==> src/rtl/input_function_mapper_pkg.sv <==
// Constants, types and register map of the input function mapper.
package input_function_mapper_pkg;

	// ************************************************************
	// Sizes
	// ************************************************************
	localparam int unsigned LINE_COUNT  = 4;
	localparam int unsigned FUNC_COUNT  = 11;
	localparam int unsigned DEB_WIDTH   = 16;
	localparam int unsigned TORQUE_W    = 16;

	// ************************************************************
	// Time base
	// ************************************************************
	localparam int unsigned CLK_HZ      = 100_000_000;
	localparam int unsigned MS_PER_TICK = 1;
	localparam int unsigned MS_CYCLES   = CLK_HZ / 1000 * MS_PER_TICK;

	// ************************************************************
	// Function indices
	// ************************************************************
	localparam int unsigned FN_TRAVEL_POS   = 0;
	localparam int unsigned FN_TRAVEL_NEG   = 1;
	localparam int unsigned FN_STOP         = 2;
	localparam int unsigned FN_VPRESET0     = 3;
	localparam int unsigned FN_VPRESET1     = 4;
	localparam int unsigned FN_TORQUE_LIMIT = 5;
	localparam int unsigned FN_TORQUE_MODE  = 6;
	localparam int unsigned FN_BRAKE_REL    = 7;
	localparam int unsigned FN_BRAKE_CTRL   = 8;
	localparam int unsigned FN_RESET        = 9;
	localparam int unsigned FN_VPRESET2     = 10;

	// ************************************************************
	// Register map (word aligned byte addresses)
	// ************************************************************
	localparam logic [7:0] ADDR_DEBOUNCE0 = 8'h00;
	localparam logic [7:0] ADDR_FUNC0     = 8'h10;
	localparam logic [7:0] ADDR_TLIMIT    = 8'h40;
	localparam logic [7:0] ADDR_LINES     = 8'h44;
	localparam logic [7:0] ADDR_FUNCS     = 8'h48;
	localparam logic [7:0] ADDR_PRESET    = 8'h4C;

	// Function config word fields.
	localparam int unsigned FCFG_SEL_LSB   = 0;
	localparam int unsigned FCFG_OFF_BIT   = 4;
	localparam int unsigned FCFG_ALWAYS_BIT = 5;

	localparam logic [2:0]          SEL_UNASSIGNED = 3'h0;
	localparam logic [DEB_WIDTH-1:0] DEB_RESET     = 16'h0000;
	localparam logic [TORQUE_W-1:0]  TLIMIT_RESET  = 16'h7FFF;

	// ************************************************************
	// Types
	// ************************************************************
	typedef struct packed {
		logic [2:0] sel;
		logic       active_off;
		logic       always_on;
	} func_cfg_t;

	typedef struct packed {
		logic       read;
		logic       write;
		logic [7:0] address;
		logic [31:0] writedata;
	} avmm_req_t;

endpackage : input_function_mapper_pkg

==> src/rtl/input_function_mapper.sv <==
// Input line debounce, function mapping, torque clamp and Avalon-MM slave.
`timescale 1ns/1ns
`default_nettype none
module input_function_mapper
	import input_function_mapper_pkg::*;
#(
	parameter int unsigned MS_TICK_CYCLES = MS_CYCLES
) (
	input  wire logic                          sys_clk,
	input  wire logic                          nrst,
	input  wire logic [LINE_COUNT-1:0]         line_in,
	input  wire logic signed [TORQUE_W-1:0]    torque_cmd_in,
	input  wire logic                          avs_read,
	input  wire logic                          avs_write,
	input  wire logic [7:0]                    avs_address,
	input  wire logic [31:0]                   avs_writedata,
	output var  logic [31:0]                   avs_readdata,
	output var  logic                          avs_waitrequest,
	output var  logic [FUNC_COUNT-1:0]         func_active,
	output var  logic [2:0]                    preset_sel,
	output var  logic signed [TORQUE_W-1:0]    torque_cmd_out
);

	// ************************************************************
	// Checks
	// ************************************************************
	// The status words pack four lines and sixteen-bit fields, so other
	// sizes are refused here instead of being silently truncated.
	if (MS_TICK_CYCLES < 1) begin : g_bad_tick
		$error("MS_TICK_CYCLES must be at least one");
	end
	if (LINE_COUNT != 4) begin : g_bad_lines
		$error("LINE_COUNT must be four for the line status word");
	end
	if (FUNC_COUNT > 21) begin : g_bad_funcs
		$error("FUNC_COUNT must fit the function status word");
	end
	if (DEB_WIDTH != 16 || TORQUE_W != 16) begin : g_bad_widths
		$error("Debounce and torque fields must be sixteen bits wide");
	end
	if (FN_VPRESET2 >= FUNC_COUNT || FN_TORQUE_LIMIT >= FUNC_COUNT) begin : g_bad_index
		$error("Preset and torque limit functions must exist");
	end

	// ************************************************************
	// Storage
	// ************************************************************
	avmm_req_t                  req;
	logic [LINE_COUNT-1:0]      sync_a;
	logic [LINE_COUNT-1:0]      sync_b;
	logic [LINE_COUNT-1:0]      line_valid;
	logic [DEB_WIDTH-1:0]       deb_time [LINE_COUNT];
	logic [DEB_WIDTH-1:0]       deb_cnt  [LINE_COUNT];
	func_cfg_t                  fcfg     [FUNC_COUNT];
	logic [TORQUE_W-1:0]        tlimit;
	logic [31:0]                tick_cnt;
	logic                       ms_tick;
	logic                       ack;
	logic [FUNC_COUNT-1:0]      next_func;

	// Bus answer sequence; one wait state per access.
	typedef enum logic [0:0] {
		BUS_IDLE   = 1'b0,
		BUS_ANSWER = 1'b1
	} bus_state_t;
	bus_state_t                 bus_state;
	bus_state_t                 next_bus_state;
	logic signed [TORQUE_W-1:0] next_torque;
	logic [31:0]                next_readdata;
	logic                       wr_take;
	logic                       rd_start;

	assign req = '{read: avs_read, write: avs_write, address: avs_address,
		writedata: avs_writedata};

	// Resolve one function from its configuration and the debounced lines.
	function automatic logic resolve(input func_cfg_t c, input logic [LINE_COUNT-1:0] lv);
		logic lvl;
		logic assigned;
		lvl      = 1'b0;
		assigned = (c.sel != SEL_UNASSIGNED) && (c.sel <= 3'(LINE_COUNT));
		if (assigned)
			lvl = lv[2'(c.sel - 3'h1)];
		return c.always_on | (assigned & (lvl ^ c.active_off));
	endfunction : resolve

	// ************************************************************
	// Line synchroniser
	// ************************************************************
	always_ff @(posedge sys_clk) begin
		if (!nrst) begin
			sync_a <= '0;
			sync_b <= '0;
		end else begin
			sync_a <= line_in;
			sync_b <= sync_a;
		end
	end

	// ************************************************************
	// Millisecond time base
	// ************************************************************
	always_ff @(posedge sys_clk) begin
		if (!nrst) begin
			tick_cnt <= '0;
			ms_tick  <= 1'b0;
		end else if (tick_cnt >= MS_TICK_CYCLES - 1) begin
			tick_cnt <= '0;
			ms_tick  <= 1'b1;
		end else begin
			tick_cnt <= tick_cnt + 32'h0000_0001;
			ms_tick  <= 1'b0;
		end
	end

	// ************************************************************
	// Debounce per line
	// ************************************************************
	// Whole milliseconds are counted on the shared tick, so the first
	// millisecond may be up to one tick short; one extra tick is counted
	// to keep the figure a least time.
	always_ff @(posedge sys_clk) begin
		for (int i = 0; i < LINE_COUNT; i++) begin
			if (!nrst) begin
				deb_cnt[i]    <= '0;
				line_valid[i] <= 1'b0;
			end else if (!sync_b[i]) begin
				deb_cnt[i]    <= '0;
				line_valid[i] <= 1'b0;
			end else if (deb_time[i] == DEB_RESET) begin
				line_valid[i] <= 1'b1;
			end else if (deb_cnt[i] > deb_time[i]) begin
				line_valid[i] <= 1'b1;
			end else if (ms_tick) begin
				deb_cnt[i] <= deb_cnt[i] + 16'h0001;
			end
		end
	end

	// ************************************************************
	// Function resolution
	// ************************************************************
	always_comb begin
		for (int f = 0; f < FUNC_COUNT; f++)
			next_func[f] = resolve(fcfg[f], line_valid);
	end

	// Both outputs come from the same resolution, so the preset code never
	// disagrees with the preset flags on func_active.
	always_ff @(posedge sys_clk) begin
		if (!nrst) begin
			func_active <= '0;
		end else begin
			func_active <= next_func;
		end
	end

	always_ff @(posedge sys_clk) begin
		if (!nrst) begin
			preset_sel <= 3'h0;
		end else begin
			preset_sel <= {next_func[FN_VPRESET2], next_func[FN_VPRESET1],
				next_func[FN_VPRESET0]};
		end
	end

	// ************************************************************
	// Torque clamp
	// ************************************************************
	// Limit the magnitude of a command. The limit register keeps its top bit
	// clear, so the negated limit is always representable.
	function automatic logic signed [TORQUE_W-1:0] clamp_torque(
		input logic signed [TORQUE_W-1:0] cmd,
		input logic        [TORQUE_W-1:0] lim
	);
		logic signed [TORQUE_W-1:0] pos;
		logic signed [TORQUE_W-1:0] neg;
		pos = $signed(lim);
		neg = -$signed(lim);
		if (cmd > pos)
			return pos;
		if (cmd < neg)
			return neg;
		return cmd;
	endfunction : clamp_torque

	// The clamp uses this cycle's resolution, so the clamped value and the
	// torque limit flag on func_active change on the same edge.
	always_comb begin
		if (next_func[FN_TORQUE_LIMIT]) begin
			next_torque = clamp_torque(torque_cmd_in, tlimit);
		end else begin
			next_torque = torque_cmd_in;
		end
	end

	always_ff @(posedge sys_clk) begin
		if (!nrst) begin
			torque_cmd_out <= '0;
		end else begin
			torque_cmd_out <= next_torque;
		end
	end

	// ************************************************************
	// Register decode
	// ************************************************************
	function automatic logic is_deb_addr(input logic [7:0] a, input int unsigned i);
		return a == ADDR_DEBOUNCE0 + 8'(4 * i);
	endfunction : is_deb_addr

	function automatic logic is_func_addr(input logic [7:0] a, input int unsigned f);
		return a == ADDR_FUNC0 + 8'(4 * f);
	endfunction : is_func_addr

	// ************************************************************
	// Avalon-MM slave
	// ************************************************************
	// Every access is answered one cycle after it is raised, so
	// waitrequest drops in the second cycle of each request.
	always_comb begin
		next_bus_state = BUS_IDLE;
		unique case (bus_state)
			BUS_IDLE: begin
				if (req.read || req.write) begin
					next_bus_state = BUS_ANSWER;
				end
			end
			BUS_ANSWER: begin
				next_bus_state = BUS_IDLE;
			end
		endcase
	end

	always_ff @(posedge sys_clk) begin
		if (!nrst) begin
			bus_state <= BUS_IDLE;
		end else begin
			bus_state <= next_bus_state;
		end
	end

	// Writes land at the edge that ends the answer cycle; read data is
	// loaded one edge earlier so that it stands during that cycle.
	assign ack      = (bus_state == BUS_ANSWER);
	assign wr_take  = req.write && ack;
	assign rd_start = req.read && !ack;

	always_ff @(posedge sys_clk) begin
		if (!nrst) begin
			avs_waitrequest <= 1'b1;
		end else begin
			avs_waitrequest <= (next_bus_state != BUS_ANSWER);
		end
	end

	// ************************************************************
	// Register bank
	// ************************************************************
	always_ff @(posedge sys_clk) begin
		for (int i = 0; i < LINE_COUNT; i++) begin
			if (!nrst) begin
				deb_time[i] <= DEB_RESET;
			end else if (wr_take && is_deb_addr(req.address, i)) begin
				deb_time[i] <= req.writedata[DEB_WIDTH-1:0];
			end
		end
	end

	always_ff @(posedge sys_clk) begin
		for (int f = 0; f < FUNC_COUNT; f++) begin
			if (!nrst) begin
				fcfg[f] <= '{sel: SEL_UNASSIGNED, active_off: 1'b0, always_on: 1'b0};
			end else if (wr_take && is_func_addr(req.address, f)) begin
				fcfg[f] <= '{sel: req.writedata[FCFG_SEL_LSB +: 3],
					active_off: req.writedata[FCFG_OFF_BIT],
					always_on: req.writedata[FCFG_ALWAYS_BIT]};
			end
		end
	end

	// Bit 15 is forced clear so the limit is always a magnitude.
	always_ff @(posedge sys_clk) begin
		if (!nrst) begin
			tlimit <= TLIMIT_RESET;
		end else if (wr_take && req.address == ADDR_TLIMIT) begin
			tlimit <= {1'b0, req.writedata[TORQUE_W-2:0]};
		end
	end

	// ************************************************************
	// Readback
	// ************************************************************
	// Unmapped addresses read as zero, and read data is zero outside
	// the answer cycle.
	always_comb begin
		next_readdata = 32'h0000_0000;
		if (rd_start) begin
			for (int i = 0; i < LINE_COUNT; i++) begin
				if (is_deb_addr(req.address, i)) begin
					next_readdata = {16'h0000, deb_time[i]};
				end
			end
			for (int f = 0; f < FUNC_COUNT; f++) begin
				if (is_func_addr(req.address, f)) begin
					next_readdata = {26'h000_0000, fcfg[f].always_on,
						fcfg[f].active_off, 1'b0, fcfg[f].sel};
				end
			end
			case (req.address)
				ADDR_TLIMIT: begin
					next_readdata = {16'h0000, tlimit};
				end
				ADDR_LINES: begin
					next_readdata = {24'h00_0000, sync_b, line_valid};
				end
				ADDR_FUNCS: begin
					next_readdata = {21'h00_0000, func_active};
				end
				ADDR_PRESET: begin
					next_readdata = {29'h0000_0000, preset_sel};
				end
				default: begin
				end
			endcase
		end
	end

	always_ff @(posedge sys_clk) begin
		if (!nrst) begin
			avs_readdata <= '0;
		end else begin
			avs_readdata <= next_readdata;
		end
	end

endmodule : input_function_mapper
`default_nettype wire

==> config.mk <==
export PLATFORM = sky130hd
export DESIGN_NAME = input_function_mapper
export DESIGN_NICKNAME = d
export VERILOG_FILES = /design/src/rtl/input_function_mapper_pkg.sv /design/src/rtl/input_function_mapper.sv
export SDC_FILE = /design/constraint.sdc
export NUM_CORES = 1
export LEC_CHECK = 0
export CORE_ASPECT_RATIO = 1.2
export CORE_MARGIN = 2
export CORE_UTILIZATION = 60
export CTS_BUF_LIST = sky130_fd_sc_hd__clkbuf_4 sky130_fd_sc_hd__clkbuf_8
export DETAILED_ROUTE_END_ITERATION = 8
export DONT_BUFFER_PORTS = 1
export GPL_TIMING_DRIVEN = 0
export PLACE_DENSITY = 0.86
export SYNTH_ARGS = -nofsm -noshare
export SYNTH_HDL_FRONTEND = slang
export SYNTH_SLANG_ARGS = --single-unit
==> constraint.sdc <==
create_clock -name sys_clk -period 8.45 [get_ports sys_clk]
set_clock_uncertainty 0.2 [all_clocks]
set_input_delay 0.4225 -clock sys_clk [delete_from_list [all_inputs] [get_ports sys_clk]]
set_output_delay 0.4225 -clock sys_clk [all_outputs]
set_load 0.005 [all_outputs]
# Word level (Yosys, flattened, before mapping)
# Memory sizes are Yosys's and may differ from the RTL's.
# Cells that the tools add are included.
[classes]
n_addsub = 17
multipliers = 0
div_mod_pow = 0
n_lt_le_gt_ge = 29
eq_ne = 18
n_shift = 0
mux = 172
bitwise = 59
reduce_logical = 57
[ops]
columns = ["operator", "count"]
rows = [
  ["$mux 32", 14],
  ["$mux 16", 18],
  ["$pmux 32 s4", 1],
  ["$mux 1", 116],
  ["$gt 16x16->1", 5],
  ["$add 16x1->16 const B", 4],
  ["$logic_not 16->1", 4],
  ["$eq 8x6->1 const B", 7],
  ["$mux 5", 11],
  ["$or 1x1->1", 34],
  ["$le 3x3->1 const B", 11],
  ["$lt 2x3->1 const B", 11],
  ["$reduce_bool 3->1", 11],
  ["$add 32x1->32 const B", 1],
  ["$eq 8x5->1 const B", 4],
  ["$eq 8x7->1 const B", 4],
  ["$ge 32x17->1 const B", 1],
  ["$logic_and 1x1->1", 29],
  ["$bmux 1 s2", 11],
  ["$sub 2x1->2 const B", 11],
  ["$eq 8x4->1 const B", 2],
  ["$lt 16x16->1", 1],
  ["$neg 15->16", 1],
  ["$and 1x1->1", 11],
  ["10 further kinds", 29],
]
[totals]
ff_bits = 124
latch_bits = 0
mem_bits_rw = 183
romBits = 0
inputBits = 64
out_inout_bits = 63
n_memories = 3
[memory_table]
columns = ["memory", "depth", "word_bits", "rd", "rd_ports_with_merged_regs", "wr", "line_no", "source"]
rows = [
  ["deb_cnt", 4, 16, 4, 0, 4, "input_function_mapper.sv:53", "logic [DEB_WIDTH-1:0] deb_cnt [LINE_COUNT];"],
  ["deb_time", 4, 16, 4, 0, 4, "input_function_mapper.sv:52", "logic [DEB_WIDTH-1:0] deb_time [LINE_COUNT];"],
  ["fcfg", 11, 5, 11, 0, 11, "input_function_mapper.sv:54", "func_cfg_t fcfg [FUNC_COUNT];"],
]

# Longest topological paths before layout
# Gate-level depths: netlist (run 1).
[logic_depth]
word_depth = 17
mapped_depth = 16

# Least setup slack after synthesis (run 1)
# No wires, ideal clock.
[synth_timing]
path_kind = "register to register"
startpoint = "memory deb_cnt[3][11]"
endpoint = "memory deb_cnt[3][0] (enable)"
t_arrival_ns = 3.838
required_time_ns = 7.803
path_slack_ns = 3.965
stages_incl_launch_ff = 9
path_buffers = 1
period_less_slack_ns = 4.485
path_cell_list = "edfxtp_1 > ha_1 > a211oi_1 > o21ai_0 > a211oi_1 > o21ai_0 > o311a_1 > clkbuf_1 > o311ai_0"
[synth_lines]
columns = ["item", "line_no"]
rows = [
  ["start: declaration", "input_function_mapper.sv:53"],
]

# Worst setup path after layout (run 1)
[layout_timing]
startpoint = "register tlimit[0]"
endpoint = "register torque_cmd_out[3]"
[layout_via]
elab_chain_len = 8
word_cells_on_any_way = 12
[layout_lines]
columns = ["item", "line_no", "source"]
rows = [
  ["start: declaration", "input_function_mapper.sv:55", "logic [TORQUE_W-1:0] tlimit;"],
  ["start signal: assignment", "input_function_mapper.sv:287", "tlimit <= {1'b0, req.writedata[TORQUE_W-2:0]};"],
  ["$neg 15->16", "input_function_mapper.sv:179", "neg = -$signed(lim);"],
  ["$lt 16x16->1", "input_function_mapper.sv:182", "if (cmd < neg)"],
  ["$mux 1 (2 in series)", "input_function_mapper.sv:182", ""],
  ["$mux 1", "input_function_mapper.sv:190", "if (next_func[FN_TORQUE_LIMIT]) begin"],
  ["$mux 16", "input_function_mapper.sv:184", "return cmd;"],
  ["$mux 16 *", "input_function_mapper.sv:182", ""],
  ["$mux 16 *", "input_function_mapper.sv:190", ""],
  ["end signal: assignment", "input_function_mapper.sv:201", "torque_cmd_out <= next_torque;"],
  ["end: declaration", "input_function_mapper.sv:21", "output var logic signed [TORQUE_W-1:0] torque_cmd_out"],
]
# Every way passes the cells marked *; elsewhere a longest branch is shown, timed or not. The select of a mux whose other input is x is not followed.
# A chain may end at the register's enable or synchronous reset.

==> results.py, run 1 <==
metrics = {
    "route": {
        "vias": 13912,
        "ant_nets": 0,
        "drcViolationCount": 0,
        "first_pass_iters": 7,
        "wl_per_cell_um": 23.1,
        "wl_um": 49400,
        "viasPerCell": 6.51,
        "drtIter0Drc": 1514,
    },
    "sta": {
        "max_slew.worst_pin.slew_ps": 1050,
        "maxSlewHeadroom_pct": 29.6,
        "max_freq_ghz": 0.222,
        "finalCriticalPeriod_ps": 4510,
        "drv_slew": 0,
        "setup_viol_count_final": 0,
        "setup-tns-final_ps": 0,
        "period_share_pct": 53.4,
        "finalHoldViolCount": 0,
        "grt_setup_unrepaired": "no",
    },
    "final_layout": {
        "syn2layout_area_growth_pct": 12.4,
        "final_common_cell": "edfxtp_1",
        "fin_nets": 1936,
        "drive_above_1_share_pct": 9.74,
        "n_antenna_cell": 0,
        "mostFrequentLayoutCells": "edfxtp_1, nor2_1, nand2_1, inv_1, ha_1",
    },
    "synth": {
        "synth.avg_cell_area_sq_um": 10.0,
        "synth_cells": 1640,
        "ys_types": 85,
        "yosys.area_share.simple_pct": 19.5,
        "ys_seq_elements": 288,
        "yosysWarnings": 0,
        "synth_fa_ha_area_share_pct": 8.47,
        "synth_flop_cell": "edfxtp_1",
        "synth-compound-area-share_pct": 12.9,
        "synth_top_family_by_area": "simple AND/OR/NAND/NOR gates",
        "muxShareOfSynthArea_pct": 1.95,
        "async_flop_share_pct": 0,
        "synth_edf_count": 183,
        "synth_area_sq_um": 16400,
        "synth_xor_area_share_pct": 5.34,
        "ys_seq_area_share_pct": 46.3,
    },
    "critical_path": {
        "cp_slowest_cell": "or4b_4",
        "end_kind": "flop",
        "slowest_delay_ps": 530,
        "cp-start-kind": "flop",
        "arrival_ps": 4780,
        "crit_chain": "inv_1 > ha_1 > or4b_4 > nor2_2 > nand2_1 > nor2_1 > xnor2_1 > ha_1 > a21o_1 > a211oi_1 > a21oi_1 > o21ai_1 > buf_2 > a21oi_1 > a311oi_1",
        "worstPathMaxFanout": 10,
        "worstPathRequired_ps": 8720,
        "critPathKind": "reg -> reg",
    },
    "placement": {
        "place_congestion": 0.980,
        "portBuffers": 0,
        "hpwl_um": 36700,
    },
    "floorplanning": {
        "rows": 66,
        "die_w_um": 155,
        "die_h_um": 185,
        "start_util_pct": 60.7,
        "core_sq_um": 27000,
        "io_pins": 127,
        "dieArea_sq_um": 28700,
    },
    "cts": {
        "ctsRootBufferMaster": "clkbuf_8",
        "cts_resized": 0,
        "cts_tree": "yes",
        "path_clk_slew_ps": 70,
        "post_cts_buffers": 0,
        "cts_buffers": 45,
        "h-tree-depth": 2,
        "cts_buffer_depth": 3,
        "clock_latency_ps": 590,
        "cts_num_sinks": 288,
    },
    "grt": {
        "grt_pass1_vias": 13902,
        "grt-ovfl-total": 0,
        "grt_start_max_net_pins": 17,
        "grt_pass1_wl_um": 76500,
        "antenna_found_initial": 1,
        "grt.total_usage_pct": 34.7,
    },
    "pwr": {
        "leakage_uw": 0.00761,
        "power_uw": 3140,
        "peakVddDrop_mv": 0.161,
        "powerDensity_nw_per_um2": 171,
    },
    "min_path": {
        "worstHoldPathType": "in -> reg",
    },
    "run_status": {
        "status": "completed",
    },
    "flow_run": {
        "maxCapViolCount": 0,
    },
}
==> through the flow <==
step | setup slack, ps | util [%] | cell area (sq um) | instances | hold slack [ps]
finish | 3940 | 68.2 | 18400 | 2137 | 155
global route | 3700 | 68.2 | 18400 | 2137 | 162
CTS | 4040 | 68.2 | 18400 | 2137 | 127
detailed placement | 4080 | 63.0 | 17000 | 2016 | 223
global placement | 2950 | 62.7 | 16900 | 2010 | 217
floorplan | 3970 | - | 16500 | 1670 | 212
==> worst paths after layout <==
check / from / to / slack [ps] / cells past startpoint
worst min-delay path: nrst / line_valid[2] / 160 / 3
worst min register to register: sync_a[1] / sync_b[1] / 230 / 1
worst max-delay path: tlimit[0] / torque_cmd_out[3] / 3940 / 15
worst max register to register: tlimit[0] / torque_cmd_out[3] / 3940 / 15
==> power breakdown <==
group | leakage, uW | switching [uW] | internal [uW] | total [uW]
sequential | 0.00287 | 42.9 | 1530 | 1570
clock | 0.000549 | 572 | 775 | 1350
combinational | 0.00419 | 137 | 82.0 | 219
total | 0.00761 | 752 | 2390 | 3140
==> layer usage <==
| layer | up-vias | wire length, um | global-route usage, % |
|---|---|---|---|
| met4 | 0 | 3390 | 20.2 |
| met3 | 244 | 5490 | 8.10 |
| met2 | 906 | 23000 | 57.1 |
| li1 | 6213 | - | - |
| met5 | - | 0 | 0 |
| met1 | 6549 | 17600 | 41.9 |
==> repair_timing <==
item | 4_1_cts | 5_1_grt
hold buffers | 38 | 0
endpoints found under the setup margin | 0 | 0
endpoints found under the hold margin | 106 | 0
==> critical path: cells and delay by family (launching register included) <==
kind / cells / cell delay (ps)
fa+ha+maj: 2 / 610
buf+inv: 2 / 380
flops: 1 / 390
compound gates: 6 / 1520
simple gates: 4 / 1110
xor+xnor: 1 / 200
==> registers in the layout, summed over array words and instances (netlist names), 11 cells and up <==
signal          count
tlimit             15
deb_time           64
fcfg               55
avs_readdata       16
deb_cnt            64
torque_cmd_out     16
tick_cnt           32
func_active        11
==> cells by family after synthesis <==
kind of cell,Yosys count
adder cells (fa/ha/maj),111
AO/OA/AOI/OAI,305
buffers and inverters,209
multiplexers,18
flip-flops,288
other,1
XOR/XNOR,100
AND/OR/NAND/NOR,608
==> cell usage after synthesis, types with 7 or more instances <==
library cell  number  area share, %
ha_1             111            8.5
nor2b_1            9           0.34
xor2_1            46            2.5
inv_1            116            2.7
a211oi_1           9           0.41
o21a_1            12           0.55
o21ai_0           51            1.6
a22oi_1           26            1.2
mux4_2            11            1.5
a21o_1            19           0.87
nand3_1           48            1.5
edfxtp_1         183             34
buf_4             19           0.87
and3_1           107            4.1
a222oi_1           7           0.43
nand2_1          117            2.7
o211ai_1          22            1.0
nor4_1            24           0.92
clkbuf_1          52            1.2
dfxtp_1          105             13
xnor2_1           54            2.9
and4_1            10           0.53
nor2_1           131            3.0
o22ai_1           17           0.65
a31oi_1           12           0.46
and2_1            45            1.7
nor3_1            41            1.3
nand4_1           28            1.1
a21oi_1           59            1.8
buf_2             17           0.52
==> final cells by class <==
class / instances / area [sq um]
sequential: 288 / 7600
buffer: 92 / 453
fill: 2008 / 8590
clock buffer: 71 / 865
inverter: 117 / 439
multi-input combinational: 1173 / 8040
timing repair buffer: 44 / 429
clock inverter: 12 / 166
tap: 340 / 425
(Power assumes the default switching activity.)
==> inputs of run 2 (changes only) <==
- ABC_AREA: default -> 1
- clock period: 8.45 -> 4.4 ns (I/O delays scaled with it)
==> run 2 against run 1 <==
- critical path depth is 4 higher
- count of clock-buffer cells in the layout fell by 6
- global-route usage fell by 2.0 points
- synthesized area shrank 1.0%
- routed wire length fell by 7.1%
- combinational power is 110% higher
- synthesized cell count increased by 15%
- fmax is 21% higher
- first-iteration DRC count decreased by 11%
- die area down 1.0%
- sequential cell count unchanged
- sequential power is 93% higher
==> results.py, run 2 <==
metrics = {
    "run_status": {
        "status": "completed",
    },
    "synth": {
        "async_flop_share_pct": 0,
        "muxShareOfSynthArea_pct": 0,
        "synth.avg_cell_area_sq_um": 8.64,
        "synth_top_area_share_pct": 33.9,
        "synth_most_common_cell": "nand2_1",
        "synth_top_family_by_area": "simple AND/OR/NAND/NOR gates",
        "ys_top_cells_by_count": "nand2_1, nor2_1, inv_1",
        "ys_seq_area_share_pct": 46.8,
        "yosys.area_share.simple_pct": 22.8,
        "synth_edf_count": 183,
        "synth_top_area_cell": "edfxtp_1",
        "yosysWarnings": 0,
        "synthTopCellsByArea": "edfxtp_1, dfxtp_1, ha_1, nand2_1, nor2_1",
        "synth_flop_cell": "edfxtp_1",
        "ys_seq_elements": 288,
        "synth_xor_area_share_pct": 3.46,
        "synth_area_sq_um": 16200,
        "synth_cells": 1878,
        "ys_types": 53,
        "synth_fa_ha_area_share_pct": 8.56,
        "synth-compound-area-share_pct": 10.1,
    },
    "route": {
        "ant_nets": 0,
        "vias": 14073,
        "wl_um": 45900,
        "drtIter0Drc": 1355,
        "wl_per_cell_um": 19.3,
        "drcViolationCount": 0,
        "viasPerCell": 5.92,
        "first_pass_iters": 8,
    },
    "final_layout": {
        "drive_above_1_share_pct": 9.50,
        "final_common_cell": "nand2_1",
        "largestRegisters": "deb_cnt (64), deb_time (64), fcfg (55)",
        "fin_nets": 2182,
        "syn2layout_area_growth_pct": 12.2,
        "mostFrequentLayoutCells": "nand2_1, nor2_1, inv_1, edfxtp_1",
        "final_cell_count_no_fill": 2379,
        "nFillCells": 1994,
        "final_core_util_pct": 68.9,
    },
    "pwr": {
        "powerDensity_nw_per_um2": 323,
        "peakVddDrop_mv": 0.243,
        "leakage_uw": 0.00767,
    },
    "placement": {
        "portBuffers": 0,
        "hpwl_um": 34400,
        "place_congestion": 0.969,
        "placed_cells": 2248,
    },
    "cts": {
        "path_clk_slew_ps": 70,
        "cts_tree": "yes",
        "cts_resized": 0,
        "cts_buffers": 46,
        "ctsRootBufferMaster": "clkbuf_8",
        "cts_buffer_depth": 3,
        "cts_num_sinks": 288,
        "clock_latency_ps": 590,
        "h-tree-depth": 2,
        "post_cts_buffers": 0,
    },
    "sta": {
        "maxSlewHeadroom_pct": 34.5,
        "hold_ws_ps": 42.0,
        "finalCriticalPeriod_ps": 3740,
        "setup-tns-final_ps": 0,
        "period_share_pct": 85.1,
        "setup_viol_count_final": 0,
        "grt_setup_unrepaired": "no",
        "finalHoldViolCount": 0,
        "drv_slew": 0,
        "max_freq_ghz": 0.267,
        "max_slew.worst_pin.slew_ps": 982,
    },
    "grt": {
        "grt.total_usage_pct": 32.7,
        "grt_start_max_net_pins": 17,
        "grt-ovfl-total": 0,
        "grt_pass1_wl_um": 72100,
        "antenna_found_initial": 1,
        "grt_pass1_vias": 13942,
    },
    "critical_path": {
        "end_kind": "flop",
        "critPathKind": "reg -> reg",
        "path_delay_family": "simple AND/OR/NAND/NOR gates",
        "arrival_ps": 4010,
        "worstPathMaxFanout": 10,
        "worstPathRequired_ps": 4670,
        "slowest_delay_ps": 320,
        "cp_slowest_cell": "dfxtp_1",
        "cp_common_cell": "nand2_1",
        "crit_chain": "inv_1 > ha_1 > nand2_2 > nor4_4 > nand2_1 > nor2_2 > nand3_1 > nor2_1 > xor2_1 > ha_1 > nand2_1 > nor2_1 > a21oi_1 > nand3_1 > nand2_1 > buf_2 > nand2_1 > nand3_1 > a21oi_1",
        "worst-path-buf-inv": 2,
        "cp-start-kind": "flop",
    },
    "floorplanning": {
        "rows": 65,
        "start_util_pct": 61.4,
        "dieArea_sq_um": 28400,
        "io_pins": 127,
        "die_w_um": 154,
        "die_h_um": 184,
        "core_sq_um": 26400,
    },
    "flow_run": {
        "maxCapViolCount": 0,
    },
    "min_path": {
        "worstHoldPathType": "in -> reg",
    },
}
[run 2: cell types whose count changed after synthesis, moves of 36 or more]
cell / previous run / this run
nand3_1: 48 / 84
and3_1: 107 / 1
nand2_1: 117 / 299
nor2_1: 131 / 248
a21oi_1: 59 / 111
and2_1: 45 / 0
inv_1: 116 / 243
[run 2: worst paths after layout]
path	startpoint	end	slack [ps]	cells after the start
worst max-delay path	tlimit[0]	torque_cmd_out[11]	660	19
worst min-delay path	nrst	line_valid[2]	40	5
worst max register to register	tlimit[0]	torque_cmd_out[11]	660	19
worst min register to register	sync_a[0]	sync_b[0]	220	2
[run 2: power breakdown]
part	leakage (uW)	switching [uW]	internal, uW
registers	0.00286	81.2	2950
clock network	0.000506	1100	1300
logic	0.00430	290	160
[run 2: per-layer routing]
layer	up-vias	share of wire, %	track usage (%)
met4	0	6.8	19.4
met1	6486	36	37.4
met3	223	9.8	7.24
met2	784	47	56.3
met5	-	0	0
li1	6580	-	-
[run 2: worst reg2reg max path, delay by kind of cell, from the launching register on]
kind,cells,cell delay (ps)
AND/OR/NAND/NOR,12,1550
adder cells (fa/ha/maj),2,530
buffers and inverters,2,430
AO/OA/AOI/OAI,2,340
flip-flops,1,320
XOR/XNOR,1,240
[run 2: cells by family after synthesis]
group	Yosys count
other cells	1
fa+ha+maj	111
compound gates	282
flops	288
xor+xnor	64
buf+inv	333
simple gates	799
[run 2: repair_timing]
action	in CTS	in global routing
endpoints found under the hold margin	115	0
hold buffers	46	0
endpoints found under the setup margin	0	0
[run 2: metrics by stage]
step	setup WS [ps]	power, uW	area (sq um)
3_3_place_gp	597	3460	16800
3_5_place_dp	718	3480	16800
4_1_cts	686	5860	18200
2_1_floorplan	1330	3340	16300
6_report	657	5870	18200
5_1_grt	352	6050	18200
[run 2: cell type report]
cell class | count | area, sq um | share of cell area, %
antenna | 1 | 2.50 | 0.0137
buffer | 67 | 339 | 1.86
clock buffer | 65 | 801 | 4.40
clock inverter | 19 | 145 | 0.797
inverter | 266 | 998 | 5.48
multi-input combinational | 1287 | 7400 | 40.6
sequential | 288 | 7600 | 41.7
tap | 335 | 419 | 2.30
timing repair buffer | 51 | 505 | 2.78
